===== src/scan_regs_cfg.svh =====
// Constants for the boundary scan test data registers.
`ifndef SCAN_REGS_CFG_SVH
`define SCAN_REGS_CFG_SVH
`define IR_LEN 3
`define BSR_LEN 68
`define ID_LEN 32
`define IR_EXTEST 3'h0
`define IR_IDCODE 3'h1
`define IR_SAMPLE 3'h2
`define IR_CLAMP 3'h3
`define IR_HIGHZ 3'h4
`define IR_BYPASS 3'h7
`define IR_CAPTURE 3'h1
// Identification fields; the version, part and maker values are arbitrary.
`define ID_VERSION 4'h0
`define ID_PART 16'h0000
`define ID_MAKER 11'h000
`define ID_FIXED 1'h1
`define CELL_DATABUS_DIR 54
`define CELL_IRQ_DIR 39
`define CELL_DATA_LO 46
`define CELL_IRQ 38
`endif


===== src/scan_regs_pkg.sv =====
// Types for the boundary scan test data registers.
package scan_regs_pkg;
    typedef enum logic [3:0] {
        TLR = 4'h0, RTI = 4'h1, SEL_DR = 4'h2, CAP_DR = 4'h3,
        SH_DR = 4'h4, EX1_DR = 4'h5, PA_DR = 4'h6, EX2_DR = 4'h7,
        UPD_DR = 4'h8, SEL_IR = 4'h9, CAP_IR = 4'hA, SH_IR = 4'hB,
        EX1_IR = 4'hC, PA_IR = 4'hD, EX2_IR = 4'hE, UPD_IR = 4'hF
    } tap_state_t;
endpackage : scan_regs_pkg


===== src/scan_regs.sv =====
// Test data registers behind the boundary scan port, with a minimal port controller.
`include "scan_regs_cfg.svh"

// Behaviour
// - A one-bit bypass stage is the scan path under bypass, clamp and highz.
// - Bypass, boundary scan and identification registers are all provided.
// - The identification register has a 32-bit shift stage and a 32-bit latched output.
// - The identification register is selected under idcode and in test-logic-reset.
// - The boundary register shifts and latches every digital I/O and control cell.
// - Cell 54 sets the shared data/address pins to input on 0 and output on 1.
// - Cell 39 sets the interrupt pin to input on 0 and output on 1.
// - The identification value is version, part, maker, then a fixed one at bit 0.
// - The identification value is loaded on the edge leaving capture-DR and shifted out.
// - The instruction register is three bits, latched on the falling edge in update-IR.
// - Under highz every digital output floats while bypass is the scan path.
module scan_regs (
    input wire logic clock, // System clock, 10 MHz.
    input wire logic rst, // Synchronous reset, active high.
    input wire logic scan_clock, // Test clock pin.
    input wire logic scan_mode_select, // Test mode select pin.
    input wire logic scan_data_in, // Test data input pin.
    input wire logic scan_reset_n, // Test reset pin, active low.
    input wire logic [`BSR_LEN-1:0] pin_sample, // Levels captured from the pin cells.
    output logic scan_data_out, // Test data output.
    output logic scan_data_out_oe, // Test data output enable.
    output logic [`BSR_LEN-1:0] bsr_latch, // Boundary latched parallel output.
    output logic [`ID_LEN-1:0] id_latch, // Identification latched output.
    output logic [`IR_LEN-1:0] instr, // Current instruction.
    output logic test_drive, // Pins take values from the boundary latch.
    output logic outputs_float, // All digital outputs high impedance.
    output logic shared_data_addr_pins_oe, // Shared data/address pins drive.
    output logic irq_pin_oe // Interrupt pin drives.
);
    localparam logic [`ID_LEN-1:0] ID_VALUE = {`ID_VERSION, `ID_PART, `ID_MAKER, `ID_FIXED};
    logic [2:0] tck_s, tms_s, tdi_s, trst_s;
    scan_regs_pkg::tap_state_t state;
    scan_regs_pkg::tap_state_t next_state;
    logic [`IR_LEN-1:0] ir_shift;
    logic bypass_bit;
    logic [`ID_LEN-1:0] id_shift;
    logic [`BSR_LEN-1:0] bsr_shift;
    logic rise, fall, tms, tdi, trst;
    logic sel_id, sel_bsr;
    logic [`BSR_LEN-1:0] pin_meta, pin_sync;

    // Two-flop synchronisers with a third stage for edge detection.
    always_ff @(posedge clock) begin
        tck_s <= {tck_s[1:0], scan_clock};
        tms_s <= {tms_s[1:0], scan_mode_select};
        tdi_s <= {tdi_s[1:0], scan_data_in};
        trst_s <= {trst_s[1:0], ~scan_reset_n};
    end
    assign rise = tck_s[1] & ~tck_s[2];
    assign fall = ~tck_s[1] & tck_s[2];
    assign tms = tms_s[1];
    assign tdi = tdi_s[1];
    assign trst = trst_s[1];

    // Pin cell levels pass two flip-flops before the capture stage reads them.
    always_ff @(posedge clock) begin
        pin_meta <= pin_sample;
        pin_sync <= pin_meta;
    end

    // Register selection from the current instruction and controller state.
    assign sel_id = (instr == `IR_IDCODE) || (state == scan_regs_pkg::TLR);
    assign sel_bsr = (instr == `IR_EXTEST) || (instr == `IR_SAMPLE);

    // Next controller state from the mode select level.
    always_comb begin
        unique case (state)
            scan_regs_pkg::TLR: next_state = tms ? scan_regs_pkg::TLR : scan_regs_pkg::RTI;
            scan_regs_pkg::RTI: next_state = tms ? scan_regs_pkg::SEL_DR : scan_regs_pkg::RTI;
            scan_regs_pkg::SEL_DR:
                next_state = tms ? scan_regs_pkg::SEL_IR : scan_regs_pkg::CAP_DR;
            scan_regs_pkg::CAP_DR: next_state = tms ? scan_regs_pkg::EX1_DR : scan_regs_pkg::SH_DR;
            scan_regs_pkg::SH_DR: next_state = tms ? scan_regs_pkg::EX1_DR : scan_regs_pkg::SH_DR;
            scan_regs_pkg::EX1_DR: next_state = tms ? scan_regs_pkg::UPD_DR : scan_regs_pkg::PA_DR;
            scan_regs_pkg::PA_DR: next_state = tms ? scan_regs_pkg::EX2_DR : scan_regs_pkg::PA_DR;
            scan_regs_pkg::EX2_DR: next_state = tms ? scan_regs_pkg::UPD_DR : scan_regs_pkg::SH_DR;
            scan_regs_pkg::UPD_DR: next_state = tms ? scan_regs_pkg::SEL_DR : scan_regs_pkg::RTI;
            scan_regs_pkg::SEL_IR: next_state = tms ? scan_regs_pkg::TLR : scan_regs_pkg::CAP_IR;
            scan_regs_pkg::CAP_IR: next_state = tms ? scan_regs_pkg::EX1_IR : scan_regs_pkg::SH_IR;
            scan_regs_pkg::SH_IR: next_state = tms ? scan_regs_pkg::EX1_IR : scan_regs_pkg::SH_IR;
            scan_regs_pkg::EX1_IR: next_state = tms ? scan_regs_pkg::UPD_IR : scan_regs_pkg::PA_IR;
            scan_regs_pkg::PA_IR: next_state = tms ? scan_regs_pkg::EX2_IR : scan_regs_pkg::PA_IR;
            scan_regs_pkg::EX2_IR: next_state = tms ? scan_regs_pkg::UPD_IR : scan_regs_pkg::SH_IR;
            scan_regs_pkg::UPD_IR: next_state = tms ? scan_regs_pkg::SEL_DR : scan_regs_pkg::RTI;
        endcase
    end

    // Controller state advances on each rising test clock edge.
    always_ff @(posedge clock) begin
        if (rst || trst) begin
            state <= scan_regs_pkg::TLR;
        end else if (rise) begin
            state <= next_state;
        end
    end

    // Instruction shift stage and latch; the latch loads on the falling edge in update-IR.
    always_ff @(posedge clock) begin
        if (rst || trst || state == scan_regs_pkg::TLR) begin
            ir_shift <= `IR_CAPTURE;
            instr <= `IR_IDCODE;
        end else begin
            if (rise && state == scan_regs_pkg::CAP_IR) begin
                ir_shift <= `IR_CAPTURE;
            end else if (rise && state == scan_regs_pkg::SH_IR) begin
                ir_shift <= {tdi, ir_shift[`IR_LEN-1:1]};
            end
            if (fall && state == scan_regs_pkg::UPD_IR) begin
                instr <= ir_shift;
            end
        end
    end

    // Data register shift stages: capture, then shift toward bit 0.
    always_ff @(posedge clock) begin
        if (rst) begin
            bypass_bit <= 1'h0;
            id_shift <= '0;
            bsr_shift <= '0;
        end else if (rise && state == scan_regs_pkg::CAP_DR) begin
            bypass_bit <= 1'h0;
            if (sel_id) begin
                id_shift <= ID_VALUE;
            end
            if (sel_bsr) begin
                bsr_shift <= pin_sync;
            end
        end else if (rise && state == scan_regs_pkg::SH_DR) begin
            if (sel_id) begin
                id_shift <= {tdi, id_shift[`ID_LEN-1:1]};
            end else if (sel_bsr) begin
                bsr_shift <= {tdi, bsr_shift[`BSR_LEN-1:1]};
            end else begin
                bypass_bit <= tdi;
            end
        end
    end

    // Parallel latches load on the falling edge in update-DR.
    always_ff @(posedge clock) begin
        if (rst) begin
            bsr_latch <= '0;
            id_latch <= ID_VALUE;
        end else if (fall && state == scan_regs_pkg::UPD_DR) begin
            if (sel_bsr) begin
                bsr_latch <= bsr_shift;
            end
            if (sel_id) begin
                id_latch <= id_shift;
            end
        end
    end

    // Serial output changes on the falling edge from the active path.
    always_ff @(posedge clock) begin
        if (rst) begin
            scan_data_out <= 1'h0;
            scan_data_out_oe <= 1'h0;
        end else if (fall) begin
            scan_data_out_oe <= (state == scan_regs_pkg::SH_DR) || (state == scan_regs_pkg::SH_IR);
            if (state == scan_regs_pkg::SH_IR) begin
                scan_data_out <= ir_shift[0];
            end else if (sel_id) begin
                scan_data_out <= id_shift[0];
            end else if (sel_bsr) begin
                scan_data_out <= bsr_shift[0];
            end else begin
                scan_data_out <= bypass_bit;
            end
        end
    end

    // Pin control derived from the current instruction and the direction cells.
    always_ff @(posedge clock) begin
        if (rst) begin
            test_drive <= 1'h0;
            outputs_float <= 1'h0;
            shared_data_addr_pins_oe <= 1'h0;
            irq_pin_oe <= 1'h0;
        end else begin
            test_drive <= (instr == `IR_EXTEST) || (instr == `IR_CLAMP);
            outputs_float <= (instr == `IR_HIGHZ);
            shared_data_addr_pins_oe <= (instr != `IR_HIGHZ) &&
                bsr_latch[`CELL_DATABUS_DIR];
            irq_pin_oe <= (instr != `IR_HIGHZ) && bsr_latch[`CELL_IRQ_DIR];
        end
    end

    // Assertions.
    property p_float;
        @(posedge clock) disable iff (rst) instr == `IR_HIGHZ |=> outputs_float;
    endproperty
    a_float: assert property (p_float) else $error("highz did not float outputs");
    property p_idsel;
        @(posedge clock) disable iff (rst)
            fall && state == scan_regs_pkg::SH_DR && instr == `IR_IDCODE |=>
                scan_data_out == $past(id_shift[0]);
    endproperty
    a_idsel: assert property (p_idsel) else $error("idcode did not drive the output");
    property p_tlrinstr;
        @(posedge clock) disable iff (rst) state == scan_regs_pkg::TLR |=> instr == `IR_IDCODE;
    endproperty
    a_tlrinstr: assert property (p_tlrinstr) else $error("idcode not forced");
    property p_idcap;
        @(posedge clock) disable iff (rst || trst)
            rise && state == scan_regs_pkg::CAP_DR && sel_id |=> id_shift == ID_VALUE;
    endproperty
    a_idcap: assert property (p_idcap) else $error("id value not captured");
    property p_idlsb;
        @(posedge clock) disable iff (rst)
            rise && state == scan_regs_pkg::CAP_DR && instr == `IR_IDCODE |=> id_shift[0];
    endproperty
    a_idlsb: assert property (p_idlsb) else $error("id lsb not one");
    property p_busdir;
        @(posedge clock) disable iff (rst)
            instr != `IR_HIGHZ && $stable(instr) |=>
                shared_data_addr_pins_oe == $past(bsr_latch[`CELL_DATABUS_DIR]);
    endproperty
    a_busdir: assert property (p_busdir) else $error("bus direction wrong");
    property p_irqdir;
        @(posedge clock) disable iff (rst)
            instr != `IR_HIGHZ && $stable(instr) |=>
                irq_pin_oe == $past(bsr_latch[`CELL_IRQ_DIR]);
    endproperty
    a_irqdir: assert property (p_irqdir) else $error("irq direction wrong");
    property p_byp;
        @(posedge clock) disable iff (rst)
            fall && state == scan_regs_pkg::SH_DR && !sel_id && !sel_bsr |=>
                scan_data_out == $past(bypass_bit);
    endproperty
    a_byp: assert property (p_byp) else $error("bypass path wrong");
    property p_bsr0;
        @(posedge clock) disable iff (rst)
            fall && state == scan_regs_pkg::SH_DR && sel_bsr && !sel_id |=>
                scan_data_out == $past(bsr_shift[0]);
    endproperty
    a_bsr0: assert property (p_bsr0) else $error("cell 0 not first out");
    property p_irupd;
        @(posedge clock) disable iff (rst || trst)
            fall && state == scan_regs_pkg::UPD_IR |=> instr == $past(ir_shift);
    endproperty
    a_irupd: assert property (p_irupd) else $error("instruction not latched");
endmodule : scan_regs


===== config.mk =====
export PLATFORM = sky130hd
export DESIGN_NAME = scan_regs
export DESIGN_NICKNAME = d
export VERILOG_FILES = /design/src/scan_regs_pkg.sv /design/src/scan_regs.sv
export VERILOG_INCLUDE_DIRS = /design/src
export SDC_FILE = /design/constraint.sdc
export NUM_CORES = 1
export LEC_CHECK = 0
export BUFFER_PORTS_ARGS = -buffer_cell sky130_fd_sc_hd__buf_2
export CAP_MARGIN = 5
export CORE_UTILIZATION = 50
export CTS_CLUSTER_DIAMETER = 120
export DETAILED_ROUTE_END_ITERATION = 10
export HOLD_SLACK_MARGIN = 0.1
export PLACE_DENSITY = 0.72
export SKIP_LAST_GASP = 1
export SLEW_MARGIN = 20
export SYNTH_ARGS = -nofsm -noshare
export SYNTH_HDL_FRONTEND = slang
export SYNTH_SLANG_ARGS = --single-unit

===== constraint.sdc =====
create_clock -name clock -period 3.3 [get_ports clock]
set_input_delay 0.495 -clock clock [delete_from_list [all_inputs] [get_ports clock]]
set_output_delay 0.495 -clock clock [all_outputs]
set_load 0.02 [all_outputs]

==> results of run 1 <==
-- cell usage after synthesis (all sizes together) (4+ instances only) --
library cell,instances,share of area
dfxtp,362,0.64
nand2,342,0.11
nor2,115,0.038
a21oi,104,0.046
a311oi,69,0.054
clkbuf,62,0.021
a22oi,31,0.021
buf,29,0.014
o21ai,8,0.0036
inv,7,0.0023
nor3,7,0.0040
nor3b,4,0.0027
-- worst max-delay path, delay by kind of cell, from the launching register on --
family                 cells  cell delay [ns]
buffers and inverters      1             0.40
DFF                        1             0.66
AOI/OAI and AO/OA          2             0.86
and+or+nand+nor            2             0.50
-- kinds of logic after synthesis --
logic type | after synthesis | share of synthesized area
and+or+nand+nor | 494 | 0.175
buffers and inverters | 98 | 0.0374
muxes | 2 | 0.00178
AOI/OAI and AO/OA | 234 | 0.140
DFF | 362 | 0.644
xor gates and xnor gates | 3 | 0.00233
-- flip-flops by register name, summed over array words and instances (netlist names), 2 cells and up --
signal / cells
pin_meta: 68
tms_s: 2
tck_s: 3
id_shift: 32
ir_shift: 3
trst_s: 2
bsr_latch: 68
bsr_shift: 68
pin_sync: 68
tdi_s: 2
state: 4
id_latch: 32
instr: 3
-- power groups by stage --
stage / Clock, uW / Sequential [uW] / Combinational (uW)
finish: 3910 / 4500 / 182
global route: 4180 / 4500 / 196
CTS: 3980 / 4500 / 177
detailed placement: 0 / 4590 / 116
global placement: 0 / 4590 / 115
floorplan: 0 / 4580 / 57.8
-- area by class of cell --
type,instances,area share
Clock buffer,56,0.0764
Inverter,7,0.00186
Timing Repair Buffer,263,0.122
Multi-Input combinational cell,733,0.257
Tap cell,280,0.0248
Sequential cell,362,0.513
Clock inverter,7,0.00505
-- worst max-delay path by stage --
stage / end / slack [ns] / start / depth (start not counted)
3_3_place_gp: id_latch[0] / 0.84 / state[3] / 3
5_1_grt: bsr_shift[9] / 0.56 / state[3] / 5
3_5_place_dp: bsr_shift[20] / 0.81 / state[3] / 5
4_1_cts: bsr_shift[20] / 0.81 / state[3] / 5
6_report: bsr_shift[20] / 0.79 / state[2] / 5
2_1_floorplan: id_latch[10] / 1.31 / instr[0] / 7
-- routing by layer --
layer	routed length, um	vias up	GRT usage	part of all wire
li1	-	4417	-	-
met1	10800	3958	0.264	0.45
met2	11300	231	0.340	0.47
met3	1220	39	0.0368	0.051
met4	569	0	0.0748	0.024
met5	0	-	0	0
-- through the flow --
| stage | util | hold WS (ns) | area, um2 | setup slack, ns |
|---|---|---|---|---|
| 2_1_floorplan | - | 0.310 | 11300 | 1.31 |
| 3_3_place_gp | 0.559 | 0.310 | 12300 | 0.838 |
| 3_5_place_dp | 0.559 | 0.312 | 12300 | 0.808 |
| 4_1_cts | 0.642 | 0.100 | 14100 | 0.811 |
| 5_1_grt | 0.643 | 0.104 | 14100 | 0.556 |
| 6_report | 0.643 | 0.124 | 14100 | 0.791 |
==> reports/metrics.cfg, run 1 <==
[synth]
avgSynthCellArea_um2 = 9.44
ys.flop_type = dfxtp_1
async_flop_share = 0
yosysWarnings = 0
syn_area_mm2 = 0.0113
synthCells = 1193
synth_seq_area_share = 0.644
yosysUniqueCellTypes = 46
synth_edf_count = 0
ys_ff_latch = 362
syn_nets = 1267

[sta]
worst_pin_slew_ns = 0.826
rsz0062_at_grt = no
finalHoldViolations = 0
finalSetupTns_ns = 0
fin_crit_sh = 0.760
skew_ns = 0.0233
fmax_mhz = 399
relSlewSlack = 0.449
period_needed_ns = 2.51
finalSetupViolCount = 0
slew_violations = 0

[placed_design]
dpl.hpwl_mm = 13.8
finalWeightedCongestion = 0.749
port_buffers = 182
dp.cells = 1576

[clocking]
clk_pin_slew_ns = 0.06
numCtsBuffers = 36
cts_setup_buffers = 0
cts_root_buffer = clkbuf_16
cts.sinks = 362
insertion_delay_ns = 0.51
cts_buffer_depth = 3
htree_num_levels = 2
cts_resized = 0
cts_hold_buf = 67
tritoncts = built

[critical_path]
worstSetupPathType = reg -> reg
slowest_delay_ns = 0.66
r2r_end = bsr_shift[20]
crit_path_end_kind = flip-flop
reg2regPathDepth = 5
worstPathCellList = nor3b_1 -> o211a_4 -> buf_4 -> nor2_1 -> a311oi_1
arrival_ns = 2.93
timing.rr.start = state[2]
required_ns = 3.72
start_kind = flip-flop
critPathMaxFanout = 55
slowest_stage = dfxtp_1
reg2reg_setup_slack_ns = 0.79

[die]
die_area_mm2 = 0.0231
rows = 54
ios = 183
die_w_um = 152
initial_core_util = 0.513
core_area_mm2 = 0.0220
die_h_um = 152

[cells_and_area]
final_cell_mix = dfxtp_1 (362), nand2_1 (341), buf_2 (181)
antennaDiodeCount = 0
n_fill_cell = 1773
regArea_mm2 = 0.00725
area.growth.synth_to_final_pct = 25.4
layout-drive-gt1-share = 0.183
multi_input_area_mm2 = 0.00362
final_net_count = 1477
layout_commonest_cell = dfxtp_1
fin_cells = 1708

[detailed_routing]
postRouteAntennaNets = 0
dr.pass1.iters = 8
routed_wl_mm = 23.9
via_per_inst = 5.06
post-route-drc-count = 23
wl_per_cell_um = 14.0
vias = 8645
drt_iter0_drc = 492

[min_path]
hold_end = pin_meta[5]
hold_depth = 1
worstHoldStart = pin_sample[5]
hp-class = in -> reg

[outcome]
outcome = finished, violations left
violations = DRC

[power]
max-vdd-ir-drop_mv = 0.443
clkPwrFrac = 0.455
pwr-share-comb = 0.021
power_switching_uw = 1700
p_leak_uw = 0.00533
totalPowerFinal_uw = 8590
pwr-share-seq = 0.523
switching_share = 0.198
p_per_area_mw_per_mm2 = 608
p_int_uw = 6890

[global_route]
antenna_found_initial = 0
grt-ovfl-total = 0
first_global_vias = 7971
grt_usage = 0.204
grt_start_max_net_pins = 111
grt_pass1_wl_mm = 39.0

[flow_run]
cap_violations = 0

Note: power is estimated with default switching activity, not from simulation.
==> run 2: changes to the inputs <==
--- a/config.mk
+++ b/config.mk
@@ -12,7 +12,7 @@
 export CTS_CLUSTER_DIAMETER = 120
 export DETAILED_ROUTE_END_ITERATION = 10
 export HOLD_SLACK_MARGIN = 0.1
-export PLACE_DENSITY = 0.72
+export PLACE_DENSITY = 0.75
 export SKIP_LAST_GASP = 1
 export SLEW_MARGIN = 20
 export SYNTH_ARGS = -nofsm -noshare
==> constraint.sdc (replaced) <==
create_clock -name clock -period 2.23 [get_ports clock]
set_input_delay 0.3345 -clock clock [delete_from_list [all_inputs] [get_ports clock]]
set_output_delay 0.3345 -clock clock [all_outputs]
set_load 0.02 [all_outputs]
==> reports/metrics.cfg, run 2 (same netlist as run 1, synthesis figures left out) <==
[power]
totalPowerFinal_uw = 13000
max-vdd-ir-drop_mv = 0.747
switching_share = 0.199
power_switching_uw = 2580
pwr-share-comb = 0.022
p_per_area_mw_per_mm2 = 905
p_int_uw = 10400
p_leak_uw = 0.00545
clkPwrFrac = 0.466
pwr-share-seq = 0.512

[critical_path]
crit_path_end_kind = flip-flop
timing.rr.start = state[3]
critPathMaxFanout = 36
reg2reg_setup_slack_ns = 0.14
crit_start = state[3]
start_kind = flip-flop
reg2regPathDepth = 5
crit_end = bsr_latch[23]
slowest_delay_ns = 0.54
worstPathCellList = or4b_4 -> or3_2 -> buf_4 -> nand2_1 -> a21oi_1
slowest_stage = or4b_4
arrival_ns = 2.46
r2r_end = bsr_latch[23]
required_ns = 2.60
worstSetupPathType = reg -> reg

[clocking]
cts_root_buffer = clkbuf_16
clk_pin_slew_ns = 0.06
htree_num_levels = 2
cts_setup_buffers = 0
tritoncts = built
cts.sinks = 362
insertion_delay_ns = 0.51
cts_buffer_depth = 3
numCtsBuffers = 36

[sta]
skew_ns = 0.0201
fin_crit_sh = 0.935
slew_violations = 0
period_needed_ns = 2.09
finalSetupTns_ns = 0
rsz0062_at_grt = no
post-route-worst-setup-slack_ns = 0.144
fmax_mhz = 479
finalSetupViolCount = 0
worst_pin_slew_ns = 0.595
finalHoldViolations = 0
relSlewSlack = 0.600

[min_path]
hp-class = in -> reg
hold_depth = 2

[global_route]
antenna_found_initial = 0
grt_usage = 0.221
grt-ovfl-total = 0
grt_pass1_wl_mm = 42.2
grt_start_max_net_pins = 103
first_global_vias = 8569

[outcome]
violations = DRC
outcome = finished, violations left

[detailed_routing]
dr.pass1.iters = 8
drt_iter0_drc = 568
via_per_inst = 5.20
routed_wl_mm = 25.7
post-route-drc-count = 24
vias = 8958
wl_per_cell_um = 14.9
postRouteAntennaNets = 0

[die]
die_h_um = 152
die_area_mm2 = 0.0231
ios = 183
die_w_um = 152
initial_core_util = 0.513
rows = 54
core_area_mm2 = 0.0220

[flow_run]
cap_violations = 0

[placed_design]
place_ws_ns = 0.165
dp.cells = 1587
port_buffers = 182
finalWeightedCongestion = 0.802
dpl.hpwl_mm = 14.5

[cells_and_area]
layout-drive-gt1-share = 0.191
layout_commonest_cell = dfxtp_1
final_net_count = 1491
antennaDiodeCount = 0
area.growth.synth_to_final_pct = 27.6
fin_cells = 1723
final_cell_mix = dfxtp_1 (362), nand2_1 (341), buf_2 (181)

## run 2: worst min-delay path by stage
stage                 startpoint       endpoint  slack, ns
detailed placement  pin_meta[37]   pin_sync[37]       0.31
finish                       rst  bsr_latch[10]       0.27
floorplan            pin_meta[0]    pin_sync[0]       0.31
CTS                          rst   bsr_latch[6]       0.25
global placement    pin_meta[32]   pin_sync[32]       0.31
global route                 rst   bsr_latch[4]       0.29
## run 2: power by group through the flow
stage | logic [uW] | registers (uW) | clock network (uW)
after floorplan | 85.5 | 6780 | 0
after global placement | 176 | 6790 | 0
after detailed placement | 178 | 6800 | 0
after CTS | 276 | 6650 | 6170
after global routing | 305 | 6660 | 6460
final | 285 | 6660 | 6060
## run 2: critical path, delay by kind of cell, from the launching register on
kind                   cells  cell delay, ns
buffers and inverters      1            0.28
AOI/OAI and AO/OA          1            0.08
DFF                        1            0.44
and+or+nand+nor            3            1.14
## run 2: metal layers
metal	up-vias	wire (um)	global-route usage	share of wire
met2	297	12200	0.369	0.48
met1	4136	11000	0.274	0.43
met4	0	985	0.106	0.038
met5	-	0	0	0
met3	75	1480	0.0456	0.058
li1	4450	-	-	-
## run 2: through the flow
step	hold slack, ns	util	area (um2)
finish	0.270	0.654	14400
CTS	0.249	0.654	14400
global route	0.287	0.654	14400
detailed placement	0.312	0.566	12400
floorplan	0.310	-	11300
global placement	0.310	0.566	12400
## run 2: final cells by class
| type | instances | area, um2 |
|---|---|---|
| clock buffers | 56 | 1110 |
| multi-input cells | 733 | 3620 |
| inverters | 7 | 26.3 |
| fillers | 1702 | 7590 |
| well taps | 280 | 350 |
| clock inverters | 8 | 104 |
| flip-flops and latches | 362 | 7250 |
| repair buffers | 277 | 1910 |
## run 2: what timing repair did
action / in CTS / in global routing
hold buffers: 72 / 0
endpoints found under the hold margin: 72 / 0
resized for setup: 0 / 0
==> run 3: changes to the inputs <==
--- a/config.mk
+++ b/config.mk
@@ -6,15 +6,18 @@
 export SDC_FILE = /design/constraint.sdc
 export NUM_CORES = 1
 export LEC_CHECK = 0
+export ABC_AREA = 1
 export BUFFER_PORTS_ARGS = -buffer_cell sky130_fd_sc_hd__buf_2
 export CAP_MARGIN = 5
+export CORE_MARGIN = 5
 export CORE_UTILIZATION = 50
 export CTS_CLUSTER_DIAMETER = 120
 export DETAILED_ROUTE_END_ITERATION = 10
 export HOLD_SLACK_MARGIN = 0.1
-export PLACE_DENSITY = 0.75
+export PLACE_DENSITY = 0.74
 export SKIP_LAST_GASP = 1
 export SLEW_MARGIN = 20
 export SYNTH_ARGS = -nofsm -noshare
 export SYNTH_HDL_FRONTEND = slang
 export SYNTH_SLANG_ARGS = --single-unit
+export TNS_END_PERCENT = 1
==> reports/metrics.cfg, run 3 <==
[outcome]
outcome = complete, no violations

[cells_and_area]
fin_cells = 1967
final_net_count = 1694
layout-drive-gt1-share = 0.166
area.growth.synth_to_final_pct = 25.4
layout_commonest_cell = dfxtp_1
n_fill_cell = 1968
fin_area_mm2 = 0.0148
final_cell_mix = dfxtp_1 (362), nand2_1 (240), nor2_1 (213)

[sta]
rsz0062_at_grt = no
finalHoldViolations = 0
finalSetupViolCount = 0
period_needed_ns = 1.97
fmax_mhz = 509
slew_violations = 0
holdWs_ns = 0.141
finalSetupTns_ns = 0
worst_pin_slew_ns = 0.820
relSlewSlack = 0.453
fin_crit_sh = 0.881
post-route-worst-setup-slack_ns = 0.265
skew_ns = 0.0103

[synth]
synthCells = 1398
yosys.area.top_type = dfxtp_1
syn_area_mm2 = 0.0118
yosysUniqueCellTypes = 26
ys.flop_type = dfxtp_1
async_flop_share = 0
synth_top_area_share = 0.612
synth_seq_area_share = 0.612
syn_nets = 1472
yosysWarnings = 0
avgSynthCellArea_um2 = 8.46
synth.area.top_cells = dfxtp_1 (61%), nand2_1 (7.6%), nor2_1 (6.8%)
synth_edf_count = 0
ys_ff_latch = 362
yosys-top-cells-count = dfxtp_1 (362), nand2_1 (240), nor2_1 (213)
yosysMostFrequentCell = dfxtp_1

[critical_path]
slowest_stage = dfxtp_1
slowest_delay_ns = 0.39
crit_path_end_kind = flip-flop
worstSetupPathType = reg -> reg
worstPathCellList = nor2_2 -> nand2_1 -> o21ai_2 -> inv_2 -> nor2_4 -> buf_4 -> o21ai_0 -> nor2_1
required_ns = 2.67
critPathMaxFanout = 30
arrival_ns = 2.41
start_kind = flip-flop
critPathTopFamily = simple AND/OR/NAND/NOR gates
critical_path_buf_inv_count = 2

[global_route]
grt_pass1_wl_mm = 46.0
grt_start_max_net_pins = 138
grt_usage = 0.206
first_global_vias = 9263
antenna_found_initial = 0
grt-ovfl-total = 0

[clocking]
htree_num_levels = 2
tritoncts = built
cts_resized = 0
cts_buffer_depth = 3
insertion_delay_ns = 0.51
clk_pin_slew_ns = 0.06
cts.sinks = 362
cts_root_buffer = clkbuf_16
numCtsBuffers = 36

[die]
initial_core_util = 0.506
die_h_um = 164
die_area_mm2 = 0.0268
core_area_mm2 = 0.0234
rows = 56
ios = 183
die_w_um = 164

[power]
pwr-share-seq = 0.506
switching_share = 0.199
p_leak_uw = 0.00675
p_int_uw = 10500
clkPwrFrac = 0.471
max-vdd-ir-drop_mv = 0.647
pwr-share-comb = 0.022
power_switching_uw = 2620
p_per_area_mw_per_mm2 = 885

[flow_run]
cap_violations = 0

[placed_design]
port_buffers = 182
place_ws_ns = 0.354
finalWeightedCongestion = 0.882
postPlaceCellArea_mm2 = 0.0129
dp.cells = 1829
dpl.hpwl_mm = 16.0

[detailed_routing]
vias = 9688
dr.pass1.iters = 6
postRouteAntennaNets = 0
wl_per_cell_um = 14.2
post-route-drc-count = 0
drt_iter0_drc = 798
routed_wl_mm = 28.0
via_per_inst = 4.93

[min_path]
hp-class = in -> reg

run 3: cell count changes in the layout (fill, tap and decap cells not counted), moves of 7 or more:
cell | previous run | this run
o21ai_0 | 8 | 107
a311oi_1 | 69 | 0
nand2_1 | 341 | 240
inv_1 | 7 | 91
nor2_1 | 115 | 213
o21ai_1 | 0 | 78
a22oi_1 | 31 | 0
inv_2 | 0 | 7
a21oi_1 | 104 | 111
nand3_1 | 3 | 79
run 3: routing by layer:
metal  up-vias  track usage  part of all wire
li1       4901            -                 -
met1      4420        0.268              0.43
met2       315        0.347              0.48
met3        52       0.0376             0.058
met4         0       0.0705             0.028
met5         -            0                 0
run 3: worst register-to-register path, cell delays in order (launching register included):
cell     delay (ns)
dfxtp_1        0.39
nor2_2         0.32
nand2_1        0.22
o21ai_2        0.15
inv_2          0.10
nor2_4         0.12
buf_4          0.33
o21ai_0        0.17
nor2_1         0.12
run 3: cells by family (layout without fill, tap and decap cells):
family          Yosys count  after routing  synth area share
compound gates          301            301             0.128
buf+inv                 185            434            0.0712
flops                   362            362             0.612
other cells               0              1                 0
simple gates            550            550             0.188
run 3: stage by stage:
stage	util	total power, uW
6_report	0.634	13100
5_1_grt	0.634	13600
4_1_cts	0.634	13300
3_5_place_dp	0.551	6990
3_3_place_gp	0.551	6980
2_1_floorplan	-	6860
run 3: power by group through the flow:
stage / logic (uW) / registers, uW / clock network (uW)
5_1_grt: 324 / 6660 / 6630
4_1_cts: 289 / 6650 / 6320
3_5_place_dp: 191 / 6790 / 0
2_1_floorplan: 86.5 / 6780 / 0
6_report: 295 / 6650 / 6190
3_3_place_gp: 191 / 6790 / 0
run 3: area by class of cell:
type                    count  area, um2  area share
multi-input cells         851       3760       0.253
inverters                  99        372      0.0250
clock inverters            17        226      0.0153
well taps                 319        399      0.0269
flip-flops and latches    362       7250       0.488
repair buffers            270       1840       0.124
clock buffers              48        997      0.0672
diodes                      1       2.50    0.000169
run 3: worst paths after layout:
kind | start | slack (ns) | to | depth (start not counted)
max reg2reg | state[2] | 0.26 | id_latch[6] | 8
min reg2reg | pin_meta[22] | 0.32 | pin_sync[22] | 0
max | state[2] | 0.26 | id_latch[6] | 8
min | rst | 0.14 | id_shift[5] | 2
run 3: repair_timing:
| action | CTS | global route |
|---|---|---|
| buffers inserted | 0 | 0 |
| hold buffers | 72 | 0 |
| hold endpoints to repair | 72 | 0 |
